===== src/design/iox_pkg.sv =====
package iox_pkg;
    localparam logic [4:0] IOX_ADDR_HI   = 5'h08;
    localparam logic [7:0] IOX_GC_ADDR   = 8'h00;
    localparam logic [7:0] IOX_GC_CMD    = 8'h06;
    localparam logic [7:0] IOX_ID_WR     = 8'hF8;
    localparam logic [7:0] IOX_ID_RD     = 8'hF9;
    localparam logic [6:0] IOX_PTR_RST   = 7'h00;
    localparam logic [6:0] IOX_LAST_REG  = 7'h6F;
    localparam logic [6:0] IOX_RSV_FIRST = 7'h14;
    localparam logic [6:0] IOX_RSV_NEXT  = 7'h30;
    localparam logic [6:0] IOX_RSV_HOLE  = 7'h39;
    localparam logic [6:0] IOX_DRV_LO    = 7'h30;
    localparam logic [6:0] IOX_DRV_HI    = 7'h38;
    localparam logic [6:0] IOX_EXT_LO    = 7'h3A;
    localparam logic [6:0] IOX_OCFG      = 7'h53;
    localparam logic [6:0] IOX_EDGE_LO   = 7'h54;
    localparam logic [6:0] IOX_EDGE_HI   = 7'h5C;
    localparam logic [6:0] IOX_TAIL_LO   = 7'h5D;
    localparam logic [6:0] IOX_GRP_SPAN  = 7'h05;
    localparam logic [7:0] IOX_MAP_BYTES = 8'h52;
    localparam logic [1:0] IOX_ID_LAST   = 2'h2;
    localparam logic [3:0] IOX_BITS      = 4'h8;

    typedef struct packed {
        logic [6:0] addr;
        logic [7:0] wdata;
        logic       wr;
        logic       rd;
    } iox_reg_req_type;

    typedef enum logic [4:0] {
        IOX_IDLE = 5'b00001,
        IOX_RX   = 5'b00010,
        IOX_ACK  = 5'b00100,
        IOX_TX   = 5'b01000,
        IOX_RACK = 5'b10000
    } iox_state_type;

    typedef enum logic [5:0] {
        IOX_C_ADDR  = 6'b000001,
        IOX_C_PTR   = 6'b000010,
        IOX_C_DATA  = 6'b000100,
        IOX_C_GCCMD = 6'b001000,
        IOX_C_GCEXT = 6'b010000,
        IOX_C_IDSEL = 6'b100000
    } iox_ctx_type;
endpackage


===== src/design/iox_front_end.sv =====
module iox_front_end
    import iox_pkg::*;
#(
    parameter logic [11:0] MAKER_CODE = 12'h5A5, // Arbitrary value
    parameter logic [8:0]  PART_CODE  = 9'h0C3,  // Arbitrary value
    parameter logic [2:0]  REV_CODE   = 3'h1     // Arbitrary value
)
(
    input  wire logic            clk_i,
    input  wire logic            srst_i,
    input  wire logic            scl_i,
    input  wire logic            sda_i,
    output logic                 sda_o,
    output logic                 sda_oe_o,
    input  wire logic            strap_select_high_bit_i,
    input  wire logic            strap_select_low_bit_i,
    output iox_reg_req_type      reg_req_o,
    input  wire logic [7:0]      reg_rdata_i,
    output logic                 soft_rst_o,
    output logic [7:0]           pointer_o
);
    iox_state_type   state;
    iox_ctx_type     ctx, next_ctx;
    logic            scl_q, sda_q, scl_rise, scl_fall, start, stop;
    logic [3:0]      bit_cnt;
    logic [7:0]      shift, tx_shift, tx_byte, step_cnt, wdata_q;
    logic            tx_mode, tx_id, take, go_tx, go_id, own;
    logic            byte_done, tx_done, load, wr_q, rd_q;
    logic [23:0]     id_word;
    logic [6:0]      ptr, ptr_start;
    logic            sequential_step_flag, id_armed, gc_armed;
    logic [1:0]      id_idx;

    function automatic logic [6:0] iox_step(input logic [6:0] p, input logic ai, input logic wrap,
                                            input logic [6:0] st);
        logic [6:0] b, l, n;
        b = p;
        l = p;
        n = 7'(p + 7'h01);
        if (ai)
        begin
            if (wrap)
                n = st;
            else if (p >= IOX_LAST_REG)
                n = IOX_PTR_RST;
            else if (n == IOX_RSV_FIRST)
                n = IOX_RSV_NEXT;
            else if (n == IOX_RSV_HOLE)
                n = IOX_EXT_LO;
        end
        else
        begin
            if (p < IOX_RSV_FIRST)
                b = 7'((p / IOX_GRP_SPAN) * IOX_GRP_SPAN);
            else if (p <= IOX_DRV_HI)
            begin
                b = IOX_DRV_LO;
                l = IOX_DRV_HI;
            end
            else if (p == IOX_OCFG)
                b = IOX_OCFG;
            else if (p >= IOX_EDGE_LO && p <= IOX_EDGE_HI)
            begin
                b = IOX_EDGE_LO;
                l = IOX_EDGE_HI;
            end
            else if (p < IOX_OCFG)
                b = 7'(IOX_EXT_LO + ((p - IOX_EXT_LO) / IOX_GRP_SPAN) * IOX_GRP_SPAN);
            else
                b = 7'(IOX_TAIL_LO + ((p - IOX_TAIL_LO) / IOX_GRP_SPAN) * IOX_GRP_SPAN);
            if (p != IOX_OCFG && !(p >= IOX_DRV_LO && p <= IOX_DRV_HI)
                && !(p >= IOX_EDGE_LO && p <= IOX_EDGE_HI))
                l = (7'(b + 7'h04) > IOX_LAST_REG) ? IOX_LAST_REG : 7'(b + 7'h04);
            n = (p >= l) ? b : 7'(p + 7'h01);
        end
        return n;
    endfunction

    // Inputs are already synchronous, so one stage of history gives the edges
    assign scl_rise  = scl_i && !scl_q;
    assign scl_fall  = !scl_i && scl_q;
    assign start     = scl_i && scl_q && sda_q && !sda_i;
    assign stop      = scl_i && scl_q && !sda_q && sda_i;
    assign byte_done = (state == IOX_RX) && scl_fall && (bit_cnt == IOX_BITS);
    assign tx_done   = (state == IOX_TX) && scl_fall && (bit_cnt == IOX_BITS);
    assign load      = (state == IOX_ACK) && scl_fall && tx_mode;
    assign own       = (shift[7:1] == {IOX_ADDR_HI, strap_select_high_bit_i, strap_select_low_bit_i});
    assign id_word   = {MAKER_CODE, PART_CODE, REV_CODE};
    assign tx_byte   = !tx_id ? reg_rdata_i :
                       (id_idx == 2'h0) ? id_word[23:16] :
                       (id_idx == 2'h1) ? id_word[15:8] : id_word[7:0];
    assign sda_o     = 1'b0;
    assign reg_req_o = '{addr: ptr, wdata: wdata_q, wr: wr_q, rd: rd_q};
    assign pointer_o = {sequential_step_flag, ptr};

    always_comb
    begin
        take     = 1'b0;
        go_tx    = 1'b0;
        go_id    = 1'b0;
        next_ctx = ctx;
        case (ctx)
            IOX_C_ADDR:
            begin
                if (own)
                begin
                    take     = 1'b1;
                    go_tx    = shift[0];
                    next_ctx = IOX_C_PTR;
                end
                else if (shift == IOX_GC_ADDR)
                begin
                    take     = 1'b1;
                    next_ctx = IOX_C_GCCMD;
                end
                else if (shift == IOX_ID_WR)
                begin
                    take     = 1'b1;
                    next_ctx = IOX_C_IDSEL;
                end
                else if (shift == IOX_ID_RD && id_armed)
                begin
                    take  = 1'b1;
                    go_tx = 1'b1;
                    go_id = 1'b1;
                end
            end
            IOX_C_PTR:
            begin
                take     = 1'b1;
                next_ctx = IOX_C_DATA;
            end
            IOX_C_DATA:
                take = 1'b1;
            IOX_C_GCCMD:
            begin
                take     = (shift == IOX_GC_CMD);
                next_ctx = IOX_C_GCEXT;
            end
            IOX_C_GCEXT:
                take = 1'b0;
            IOX_C_IDSEL:
                take = own;
            default:
                take = 1'b0;
        endcase
    end

    always_ff @(posedge clk_i)
    begin
        if (srst_i)
        begin
            scl_q <= 1'b1;
            sda_q <= 1'b1;
        end
        else
        begin
            scl_q <= scl_i;
            sda_q <= sda_i;
        end
    end

    always_ff @(posedge clk_i)
    begin
        if (srst_i)
        begin
            state    <= IOX_IDLE;
            ctx      <= IOX_C_ADDR;
            bit_cnt  <= 4'h0;
            shift    <= 8'h00;
            tx_shift <= 8'h00;
            tx_mode  <= 1'b0;
            tx_id    <= 1'b0;
            sda_oe_o <= 1'b0;
        end
        else if (start)
        begin
            state    <= IOX_RX;
            ctx      <= IOX_C_ADDR;
            bit_cnt  <= 4'h0;
            sda_oe_o <= 1'b0;
        end
        else if (stop)
        begin
            state    <= IOX_IDLE;
            sda_oe_o <= 1'b0;
        end
        else
        begin
            case (state)
                IOX_RX:
                begin
                    if (scl_rise)
                    begin
                        shift   <= {shift[6:0], sda_i};
                        bit_cnt <= 4'(bit_cnt + 4'h1);
                    end
                    else if (byte_done)
                    begin
                        // Refused bytes park the machine until the next START
                        state    <= take ? IOX_ACK : IOX_IDLE;
                        sda_oe_o <= take;
                        ctx      <= next_ctx;
                        tx_mode  <= go_tx;
                        tx_id    <= go_id;
                    end
                end
                IOX_ACK:
                begin
                    if (scl_fall)
                    begin
                        state    <= tx_mode ? IOX_TX : IOX_RX;
                        sda_oe_o <= tx_mode && !tx_byte[7];
                        tx_shift <= {tx_byte[6:0], 1'b0};
                        bit_cnt  <= tx_mode ? 4'h1 : 4'h0;
                    end
                end
                IOX_TX:
                begin
                    if (scl_fall)
                    begin
                        state    <= (bit_cnt == IOX_BITS) ? IOX_RACK : IOX_TX;
                        sda_oe_o <= (bit_cnt != IOX_BITS) && !tx_shift[7];
                        tx_shift <= {tx_shift[6:0], 1'b0};
                        bit_cnt  <= 4'(bit_cnt + 4'h1);
                    end
                end
                IOX_RACK:
                begin
                    if (scl_rise)
                        state <= sda_i ? IOX_IDLE : IOX_ACK;
                end
                IOX_IDLE:
                    sda_oe_o <= 1'b0;
                default:
                    state <= IOX_IDLE;
            endcase
        end
    end

    always_ff @(posedge clk_i)
    begin
        if (srst_i || soft_rst_o)
        begin
            ptr                  <= IOX_PTR_RST;
            ptr_start            <= IOX_PTR_RST;
            sequential_step_flag <= 1'b0;
            step_cnt             <= 8'h00;
        end
        else if (byte_done && ctx == IOX_C_PTR)
        begin
            ptr                  <= shift[6:0];
            ptr_start            <= shift[6:0];
            sequential_step_flag <= shift[7];
            step_cnt             <= 8'h00;
        end
        else if (wr_q || tx_done && !tx_id)
        begin
            // Only srst_i or a STOP after an accepted general call reset clears the pointer; otherwise it rests one step past the last access
            ptr      <= iox_step(ptr, sequential_step_flag,
                                 step_cnt == 8'(IOX_MAP_BYTES - 8'h01), ptr_start);
            step_cnt <= (step_cnt == 8'(IOX_MAP_BYTES - 8'h01)) ? 8'h00 : 8'(step_cnt + 8'h01);
        end
    end

    always_ff @(posedge clk_i)
    begin
        if (srst_i)
        begin
            wr_q    <= 1'b0;
            rd_q    <= 1'b0;
            wdata_q <= 8'h00;
        end
        else
        begin
            wr_q <= byte_done && take && ctx == IOX_C_DATA;
            rd_q <= load && !tx_id;
            if (byte_done && ctx == IOX_C_DATA)
                wdata_q <= shift;
        end
    end

    always_ff @(posedge clk_i)
    begin
        if (srst_i || soft_rst_o)
            gc_armed <= 1'b0;
        else if (start || stop)
            gc_armed <= 1'b0;
        else if (byte_done && ctx == IOX_C_GCCMD)
            gc_armed <= take;
        else if (byte_done && ctx == IOX_C_GCEXT)
            gc_armed <= 1'b0;
    end

    always_ff @(posedge clk_i)
    begin
        if (srst_i)
            soft_rst_o <= 1'b0;
        else
            soft_rst_o <= stop && gc_armed;
    end

    always_ff @(posedge clk_i)
    begin
        if (srst_i || soft_rst_o || stop)
            id_armed <= 1'b0;
        else if (byte_done && ctx == IOX_C_IDSEL)
            id_armed <= own;
        else if (byte_done && ctx == IOX_C_ADDR && shift != IOX_ID_RD)
            id_armed <= 1'b0;
    end

    always_ff @(posedge clk_i)
    begin
        if (srst_i)
            id_idx <= 2'h0;
        else if (byte_done && go_id)
            id_idx <= 2'h0;
        else if (tx_done && tx_id)
            id_idx <= (id_idx == IOX_ID_LAST) ? 2'h0 : 2'(id_idx + 2'h1);
    end
endmodule


===== config.mk =====
export PLATFORM = sky130hd
export DESIGN_NAME = iox_front_end
export DESIGN_NICKNAME = d
export VERILOG_FILES = /design/src/design/iox_pkg.sv /design/src/design/iox_front_end.sv
export SDC_FILE = /design/constraint.sdc
export NUM_CORES = 1
export LEC_CHECK = 0
export CAP_MARGIN = 0
export CORE_ASPECT_RATIO = 1.4
export CORE_MARGIN = 2
export CORE_UTILIZATION = 58
export CTS_BUF_LIST = sky130_fd_sc_hd__clkbuf_4 sky130_fd_sc_hd__clkbuf_8
export CTS_CLUSTER_SIZE = 40
export DETAILED_ROUTE_END_ITERATION = 8
export DONT_BUFFER_PORTS = 1
export PLACE_DENSITY_LB_ADDON = 0.25
export SYNTH_ARGS = -nofsm -noshare
export SYNTH_HDL_FRONTEND = slang
export SYNTH_SLANG_ARGS = --single-unit

===== constraint.sdc =====
create_clock -name clk_i -period 17.6 [get_ports clk_i]
set_input_delay 3.52 -clock clk_i [delete_from_list [all_inputs] [get_ports clk_i]]
set_output_delay 3.52 -clock clk_i [all_outputs]
set_load 0.01 [all_outputs]

==> impl_summary.txt, run 1 <==
----------------------------------------------------
[Global route]
  Global Route Usage Sum ... 31.5%
  Number of antenna violations at the first check in global routing ... 0
  Vias in the first global route ... 7773
  Largest net degree at the start of global routing ... 70
  Total congestion overflow after global routing ... 0
  Global-route wire length before repair ... 37400 um

[Floorplanning]
  Die width ... 103 um
  Total number of placement rows ... 50
  Area of the core ... 13400 um2
  Vert. Die Dim ... 143 um
  I/O pin count ... 42
  Initial standard-cell utilization of the core ... 59.6%
  Area of the die ... 14700 um2

[Synth]
  Yosys warning total ... 0
  Ys flop type ... sky130_fd_sc_hd__dfxtp_1
  Share of cell area taken by muxes after synthesis ... 3.70%
  Synthesized flop and latch total ... 73
  Top area cells in the synthesized netlist ... sky130_fd_sc_hd__dfxtp_1 (18%), sky130_fd_sc_hd__ha_1 (7.2%), sky130_fd_sc_hd__nor2_1 (6.6%), sky130_fd_sc_hd__a21oi_1 (5.6%), sky130_fd_sc_hd__nand2_1 (4.5%)
  Cell area after synthesis ... 7980 um2
  Compound-cell area share of the yosys netlist ... 29.9%
  Area share of xor/xnor cells in the synthesized design ... 5.93%
  Area share of and/or/nand/nor cells after synthesis ... 25.6%
  Area share of fa/ha/maj cells after synthesis ... 8.61%
  Unique masters post-synth ... 100
  Syn Nets ... 1146
  Dominant combinational cell family by area after synthesis ... compound AO/OA/AOI/OAI gates
  Synth area leader ... sky130_fd_sc_hd__dfxtp_1
  Sequential cell area fraction in the yosys report ... 18.3%
  Share of the synthesized area in the top cell type ... 18.3%
  Cell count after synthesis ... 1081
  Proportion of synthesized flip-flops having asynchronous set or reset ... 0%
  EDFF count, synth ... 0
  Avg Cell Area, Syn ... 7.38 um2

[Critical path]
  WP data required ... 17.83 ns
  Worst reg2reg startpoint ... ptr[2]$_SDFFE_PP0P_
  Maximum fanout encountered on the critical timing path ... 46
  Data arrival time of the critical path ... 9.45 ns
  Stage delay of the slowest cell on the critical path ... 0.60 ns
  Startpoint Class ... flip-flop
  Crit. End Element ... flip-flop
  Internal reg-to-reg setup slack ... 8.38 ns
  Worst R2R Path Depth ... 36
  Most repeated library cell on the critical path ... sky130_fd_sc_hd__a21o_1
  Slowest cell on the critical path ... sky130_fd_sc_hd__ha_1
  Worst Setup Path Type ... flip-flop to flip-flop
  R2r endpoint ... ptr[6]$_SDFFE_PP0P_

[Clock tree]
  Hold_buf cts ... 0
  Clock Tree Buf Depth ... 2
  Clock root buffer ... sky130_fd_sc_hd__clkbuf_8
  Clock sink count ... 73
  Clock slew seen by the registers of the worst setup and hold paths ... 0.07 ns
  Post-cts sizing count ... 0
  Number of buffers created by CTS ... 9
  Maximum level of the CTS H-tree ... 3
  CTS tree ... built
  Count of buffers added by post-CTS timing repair for setup ... 0
  Clk_lat worst skew ... 0.35 ns

[Drt]
  Via count ... 8052
  Total detailed-routing wirelength ... 22700 um
  Antenna viol nets, final ... 0
  Initial drt markers ... 513
  Routed wire length per instance ... 18.9 um
  Remaining DRCs ... 0
  Via density ... 6.70
  Number of optimization iterations in the first detailed-route pass ... 8

[Power]
  PD cells ... 46.5 nW/um2
  Leakage ... 0.00299 uW
  Worst voltage drop across the vdd grid ... 0.0000584 V

[Placement]
  Number of I/O port buffers ... 0
  Final GP Congestion ... 1.03
  Dpl cells ... 1188
  HPWL after DPL ... 16300 um
  Minimum setup slack after placement ... 8.54 ns

[STA]
  RSZ-0062 raised after global routing ... false
  Worst slew margin ... 28.3%
  Fmax achieved ... 108 MHz
  Worst-case clock skew ... 0.0120 ns
  Setup Viol. Count Final ... 0
  Hold Violations, Final ... 0
  Slew of the pin with the lowest slew margin ... 1.07 ns
  Post-route setup slack ... 8.38 ns
  Aggregate negative setup slack ... 0 ns
  Number of pins with negative max-slew slack in the final report ... 0
  Final Critical Period ... 9.22 ns
  Post-route clock period utilization ... 52.4%

[Finish]
  Final net count ... 1082
  Area overhead of the layout relative to synthesis ... -0.423%
  Fraction of layout instances using a drive strength above 1 ... 7.16%
  Number of non-filler instances in the completed layout ... 1201
  Filler instances ... 1361
  Total inserted antenna cells ... 0
  Core utilization of the finished layout ... 59.3%

[Min path]
  End of the worst hold path ... ptr_start[0]$_SDFFE_PP0P_
  Hold depth ... 2
  Hold path startpoint ... ptr_start[0]$_SDFFE_PP0P_
  Hold Crit Class ... flip-flop to flip-flop

[Run status]
  Run status ... finished clean

[Run]
  MaxCap Viol Count ... 0

----------------------------------------------------
## per-layer routing
layer | wire (um) | GRT usage (%)
met1 | 8820 | 37.9
met2 | 11100 | 52.4
met3 | 1640 | 4.94
met4 | 1200 | 18.2
met5 | 0 | 0
## worst max-delay path: cells and delay by family, from the launching register on
kind | cells | cell delay, ns
AO/OA/AOI/OAI | 20 | 3.99
adder cells (fa/ha/maj) | 5 | 1.67
flip-flops | 1 | 0.31
XOR/XNOR | 1 | 0.27
multiplexers | 1 | 0.39
AND/OR/NAND/NOR | 5 | 1.46
buffers and inverters | 4 | 0.96
## power breakdown
part	internal (uW)	leakage (uW)	switching [uW]
Combinational	37.0	0.00231	47.5
Clock	55.6	0.0000850	56.8
Sequential	168	0.000592	4.28
Total	261	0.00299	109
## state kept, by name (all words and copies together), names as in the netlist
| name | count |
|---|---|
| ptr | 7 |
| shift | 8 |
| tx_shift | 7 |
| wdata_q | 8 |
| ptr_start | 7 |
| tx_mode | 1 |
| rd_q | 1 |
| ctx | 6 |
| sda_q | 1 |
| wr_q | 1 |
| id_idx | 2 |
| id_armed | 1 |
| sda_oe_o | 1 |
| gc_armed | 1 |
| sequential_step_flag | 1 |
| soft_rst_o | 1 |
| state | 5 |
| scl_q | 1 |
| step_cnt | 8 |
| tx_id | 1 |
| bit_cnt | 4 |
## metrics by stage
step                area [um2]  hold slack [ns]  power, uW
floorplan                 7980            0.437        247
global placement          7790            0.445        259
detailed placement        7790            0.447        261
CTS                       7950            0.457        372
global route              7950            0.493        388
finish                    7950            0.458        370
## cell families (layout without fill, tap and decap cells)
logic type,count (synthesis),in the layout
AO/OA/AOI/OAI,339,339
XOR/XNOR,48,48
adder cells (fa/ha/maj),52,52
buffers and inverters,121,59
flip-flops,73,73
multiplexers,29,29
other,1,1
AND/OR/NAND/NOR,418,418
## cell usage in the layout, fill, tap and decap left out, types with 10 or more instances in the layout
| cell type | n |
|---|---|
| sky130_fd_sc_hd__nand2b_1 | 17 |
| sky130_fd_sc_hd__ha_1 | 46 |
| sky130_fd_sc_hd__a21o_1 | 14 |
| sky130_fd_sc_hd__nor2b_1 | 12 |
| sky130_fd_sc_hd__o21ai_0 | 51 |
| sky130_fd_sc_hd__nand3_1 | 32 |
| sky130_fd_sc_hd__nor3_1 | 29 |
| sky130_fd_sc_hd__dfxtp_1 | 68 |
| sky130_fd_sc_hd__o211ai_1 | 18 |
| sky130_fd_sc_hd__clkbuf_8 | 10 |
| sky130_fd_sc_hd__inv_1 | 35 |
| sky130_fd_sc_hd__nand2_1 | 96 |
| sky130_fd_sc_hd__a211oi_1 | 18 |
| sky130_fd_sc_hd__nand4_1 | 10 |
| sky130_fd_sc_hd__or2_2 | 10 |
| sky130_fd_sc_hd__a22oi_1 | 11 |
| sky130_fd_sc_hd__xor2_1 | 13 |
| sky130_fd_sc_hd__o31ai_1 | 11 |
| sky130_fd_sc_hd__mux2i_1 | 25 |
| sky130_fd_sc_hd__xnor2_1 | 31 |
| sky130_fd_sc_hd__a31oi_1 | 11 |
| sky130_fd_sc_hd__nor2_1 | 140 |
| sky130_fd_sc_hd__o22ai_1 | 11 |
| sky130_fd_sc_hd__a21oi_1 | 90 |
## cells in the mapped netlist (all sizes together) (5+ instances only)
library cell    n
and2            7
nor2b          12
o22ai          12
inv            37
and3b           7
nand2          97
nand2b         17
o211ai         18
nor3           30
fa              5
or3             7
buf            53
and3           10
a31oi          11
or2            14
a21oi          92
nand3          32
mux2i          25
a22oi          11
clkbuf         31
xnor2          34
ha             46
o21bai          7
o221ai          5
nor2          144
a221o           7
a211o           9
a2111oi         6
a221oi          5
nand3b          6
o32ai           7
nand4          10
a211oi         18
nor4            7
o21ai          57
dfxtp          73
a21o           14
o31ai          14
xor2           14
## layout make-up
cell class	count	area, um2	share of cell area [%]
Clock buffer	12	153	1.92
Tap cell	182	228	2.87
Inverter	37	139	1.75
Multi-Input combinational cell	887	5890	74.1
Clock inverter	1	5.00	0.0630
Sequential cell	73	1470	18.5
Timing Repair Buffer	9	67.6	0.850
## how the worst max path moves through the flow
stage	from	endpoint	slack, ns	cells past startpoint
finish	ptr[2]$_SDFFE_PP0P_	ptr[6]$_SDFFE_PP0P_	8.38	36
global route	ptr[2]$_SDFFE_PP0P_	ptr[6]$_SDFFE_PP0P_	7.74	36
detailed placement	ptr[2]$_SDFFE_PP0P_	ptr[6]$_SDFFE_PP0P_	8.54	36
floorplan	ptr[0]$_SDFFE_PP0P_	ptr[6]$_SDFFE_PP0P_	9.44	38
global placement	ptr[1]$_SDFFE_PP0P_	ptr[6]$_SDFFE_PP0P_	8.80	36
CTS	ptr[2]$_SDFFE_PP0P_	ptr[6]$_SDFFE_PP0P_	8.55	36
(Power assumes the default switching activity.)
==> run 2: changes to the inputs <==
--- a/config.mk
+++ b/config.mk
@@ -5,6 +5,7 @@
 export SDC_FILE = /design/constraint.sdc
 export NUM_CORES = 1
 export LEC_CHECK = 0
+export ABC_AREA = 1
 export CAP_MARGIN = 0
 export CORE_ASPECT_RATIO = 1.4
 export CORE_MARGIN = 2
==> constraint.sdc (replaced) <==
create_clock -name clk_i -period 8.9 [get_ports clk_i]
set_input_delay 1.78 -clock clk_i [delete_from_list [all_inputs] [get_ports clk_i]]
set_output_delay 1.78 -clock clk_i [all_outputs]
set_load 0.01 [all_outputs]
==> impl_summary.txt, run 2 <==
----------------------------------------------------
[STA]
  Slew of the pin with the lowest slew margin ... 0.955 ns
  Post-route setup slack ... 0.905 ns
  Worst slew margin ... 36.1%
  Hold Violations, Final ... 0
  Fmax achieved ... 125 MHz
  Aggregate negative setup slack ... 0 ns
  Post-route clock period utilization ... 89.8%
  Worst-case clock skew ... 0.00938 ns
  Number of pins with negative max-slew slack in the final report ... 0
  Final Critical Period ... 8.00 ns
  Setup Viol. Count Final ... 0
  RSZ-0062 raised after global routing ... false
  Worst Hold Margin ... 0.470 ns

[Finish]
  Fraction of layout instances using a drive strength above 1 ... 10.4%
  Commonest non-fill, non-tap cell in the layout ... sky130_fd_sc_hd__nand2_1
  Most frequent cells in the layout ... sky130_fd_sc_hd__nand2_1 (183), sky130_fd_sc_hd__inv_1 (152), sky130_fd_sc_hd__nor2_1 (94), sky130_fd_sc_hd__o21ai_0 (74), sky130_fd_sc_hd__dfxtp_1 (72)
  Registers with the most flip-flops ... shift x8, step_cnt x8, wdata_q x8
  Total inserted antenna cells ... 0
  Final net count ... 1059
  Filler instances ... 1088
  Area overhead of the layout relative to synthesis ... 4.16%

[Synth]
  Unique masters post-synth ... 58
  Library cell with the highest instance count after synthesis ... sky130_fd_sc_hd__nand2_1
  Share of the synthesized area in the top cell type ... 22.2%
  Cell count after synthesis ... 1006
  Synthesized flop and latch total ... 73
  Ys flop type ... sky130_fd_sc_hd__dfxtp_1
  Yosys warning total ... 0
  Top area cells in the synthesized netlist ... sky130_fd_sc_hd__dfxtp_1 (22%), sky130_fd_sc_hd__nand2_1 (10%), sky130_fd_sc_hd__ha_1 (8.9%), sky130_fd_sc_hd__inv_1 (8.7%), sky130_fd_sc_hd__o21ai_0 (5.6%)
  Top cell types by occurrence after synthesis ... sky130_fd_sc_hd__nand2_1 (183), sky130_fd_sc_hd__inv_1 (153), sky130_fd_sc_hd__nor2_1 (94), sky130_fd_sc_hd__o21ai_0 (74), sky130_fd_sc_hd__dfxtp_1 (73)
  Proportion of synthesized flip-flops having asynchronous set or reset ... 0%
  Syn Nets ... 1072
  Cell area after synthesis ... 6590 um2
  Synth area leader ... sky130_fd_sc_hd__dfxtp_1
  EDFF count, synth ... 0
  Avg Cell Area, Syn ... 6.55 um2
  Sequential cell area fraction in the yosys report ... 22.2%

[Drt]
  Via density ... 5.71
  Initial drt markers ... 277
  Antenna viol nets, final ... 0
  Via count ... 6526
  Number of optimization iterations in the first detailed-route pass ... 5
  Remaining DRCs ... 0
  Total detailed-routing wirelength ... 16600 um
  Routed wire length per instance ... 14.6 um

[Global route]
  Global-route wire length before repair ... 27100 um
  Number of antenna violations at the first check in global routing ... 0
  Vias in the first global route ... 6083
  Global Route Usage Sum ... 27.7%
  Largest net degree at the start of global routing ... 22
  Total congestion overflow after global routing ... 0

[Floorplanning]
  Vert. Die Dim ... 130 um
  I/O pin count ... 42
  Die width ... 94.1 um
  Initial standard-cell utilization of the core ... 58.7%
  Area of the die ... 12200 um2
  Area of the core ... 11200 um2
  Total number of placement rows ... 46

[Power]
  Leakage ... 0.00327 uW
  PD cells ... 106 nW/um2
  Worst voltage drop across the vdd grid ... 0.000163 V

[Placement]
  Minimum setup slack after placement ... 0.770 ns
  Number of I/O port buffers ... 0
  HPWL after DPL ... 13100 um
  Final GP Congestion ... 0.964

[Critical path]
  Maximum fanout encountered on the critical timing path ... 16
  Startpoint Class ... flip-flop
  Worst Setup Path Type ... flip-flop to flip-flop
  WP data required ... 9.16 ns
  Stage delay of the slowest cell on the critical path ... 0.45 ns
  Data arrival time of the critical path ... 8.26 ns
  Slowest cell on the critical path ... sky130_fd_sc_hd__fa_1
  Most repeated library cell on the critical path ... sky130_fd_sc_hd__nand2_1
  Crit. End Element ... flip-flop

[Clock tree]
  Clock Tree Buf Depth ... 2
  Clock sink count ... 73
  Maximum level of the CTS H-tree ... 3
  Number of buffers created by CTS ... 9
  Count of buffers added by post-CTS timing repair for setup ... 0
  Post-cts sizing count ... 0
  Clock root buffer ... sky130_fd_sc_hd__clkbuf_8
  Clk_lat worst skew ... 0.37 ns
  CTS tree ... built
  Hold_buf cts ... 0
  Clock slew seen by the registers of the worst setup and hold paths ... 0.08 ns

[Run status]
  Run status ... finished clean

[Min path]
  Hold Crit Class ... flip-flop to flip-flop

[Run]
  MaxCap Viol Count ... 0

----------------------------------------------------
==> run 2: cell types whose count changed in the layout (fill, tap and decap cells not counted), sizes merged, moves of 26 or more <==
cell   delta
inv     +136
nand2   +117
nor2     -45
a21oi    -35
nand3    +32
o21ai    +30
xnor2    -26
==> run 2: worst paths after layout <==
kind                                  start                   endpoint  slack (ns)  cells after the start
setup / recovery        ptr[1]$_SDFFE_PP0P_        ptr[3]$_SDFFE_PP0P_        0.90                     58
hold reg to reg   ptr_start[1]$_SDFFE_PP0P_  ptr_start[1]$_SDFFE_PP0P_        0.47                      2
hold / removal    ptr_start[1]$_SDFFE_PP0P_  ptr_start[1]$_SDFFE_PP0P_        0.47                      2
setup reg to reg        ptr[1]$_SDFFE_PP0P_        ptr[3]$_SDFFE_PP0P_        0.90                     58
==> run 2: report_power, final <==
part / internal, uW / leakage, uW / switching [uW]
logic: 24.0 / 0.00256 / 48.6
registers: 335 / 0.000590 / 6.11
clock network: 187 / 0.000124 / 131
total: 545 / 0.00327 / 186
==> run 2: cell families (layout without fill, tap and decap cells) <==
group | Yosys count | in the layout | share of synthesized area (%)
XOR/XNOR | 24 | 24 | 3.53
flip-flops | 73 | 73 | 22.2
AO/OA/AOI/OAI | 211 | 211 | 18.9
other | 1 | 1 | 0.0569
buffers and inverters | 206 | 198 | 13.1
adder cells (fa/ha/maj) | 52 | 52 | 10.4
AND/OR/NAND/NOR | 439 | 439 | 31.9
==> run 2: routing by layer <==
layer / global-route usage (%) / vias to the layer above / part of all wire (%)
met4: 18.1 / 0 / 5.7
li1: - / 3294 / -
met2: 51.1 / 202 / 52
met5: 0 / - / 0
met3: 4.33 / 70 / 4.0
met1: 28.6 / 2960 / 38
==> run 2: layout make-up <==
class | instances | area, um2 | area share, %
Clock buffer | 9 | 124 | 1.80
Sequential cell | 73 | 1460 | 21.3
Tap cell | 144 | 180 | 2.62
Timing Repair Buffer | 5 | 37.5 | 0.547
Inverter | 177 | 674 | 9.82
Clock inverter | 7 | 118 | 1.71
Multi-Input combinational cell | 727 | 4270 | 62.2
==> run 2: critical path, delay by kind of cell, from the launching register on <==
| family | cells | cell delay [ns] |
|---|---|---|
| fa+ha+maj | 5 | 1.54 |
| compound gates | 11 | 1.65 |
| buf+inv | 11 | 1.09 |
| xor+xnor | 2 | 0.32 |
| flops | 1 | 0.31 |
| simple gates | 29 | 3.00 |
==> run 2: through the flow <==
step	total power [uW]	cell area, um2	util [%]	cells
4_1_cts	735	6860	61.2	1142
3_5_place_dp	418	6620	59.0	1126
6_report	731	6870	61.2	1142
3_3_place_gp	418	6620	59.0	1126
2_1_floorplan	405	6590	-	1006
5_1_grt	758	6870	61.2	1142
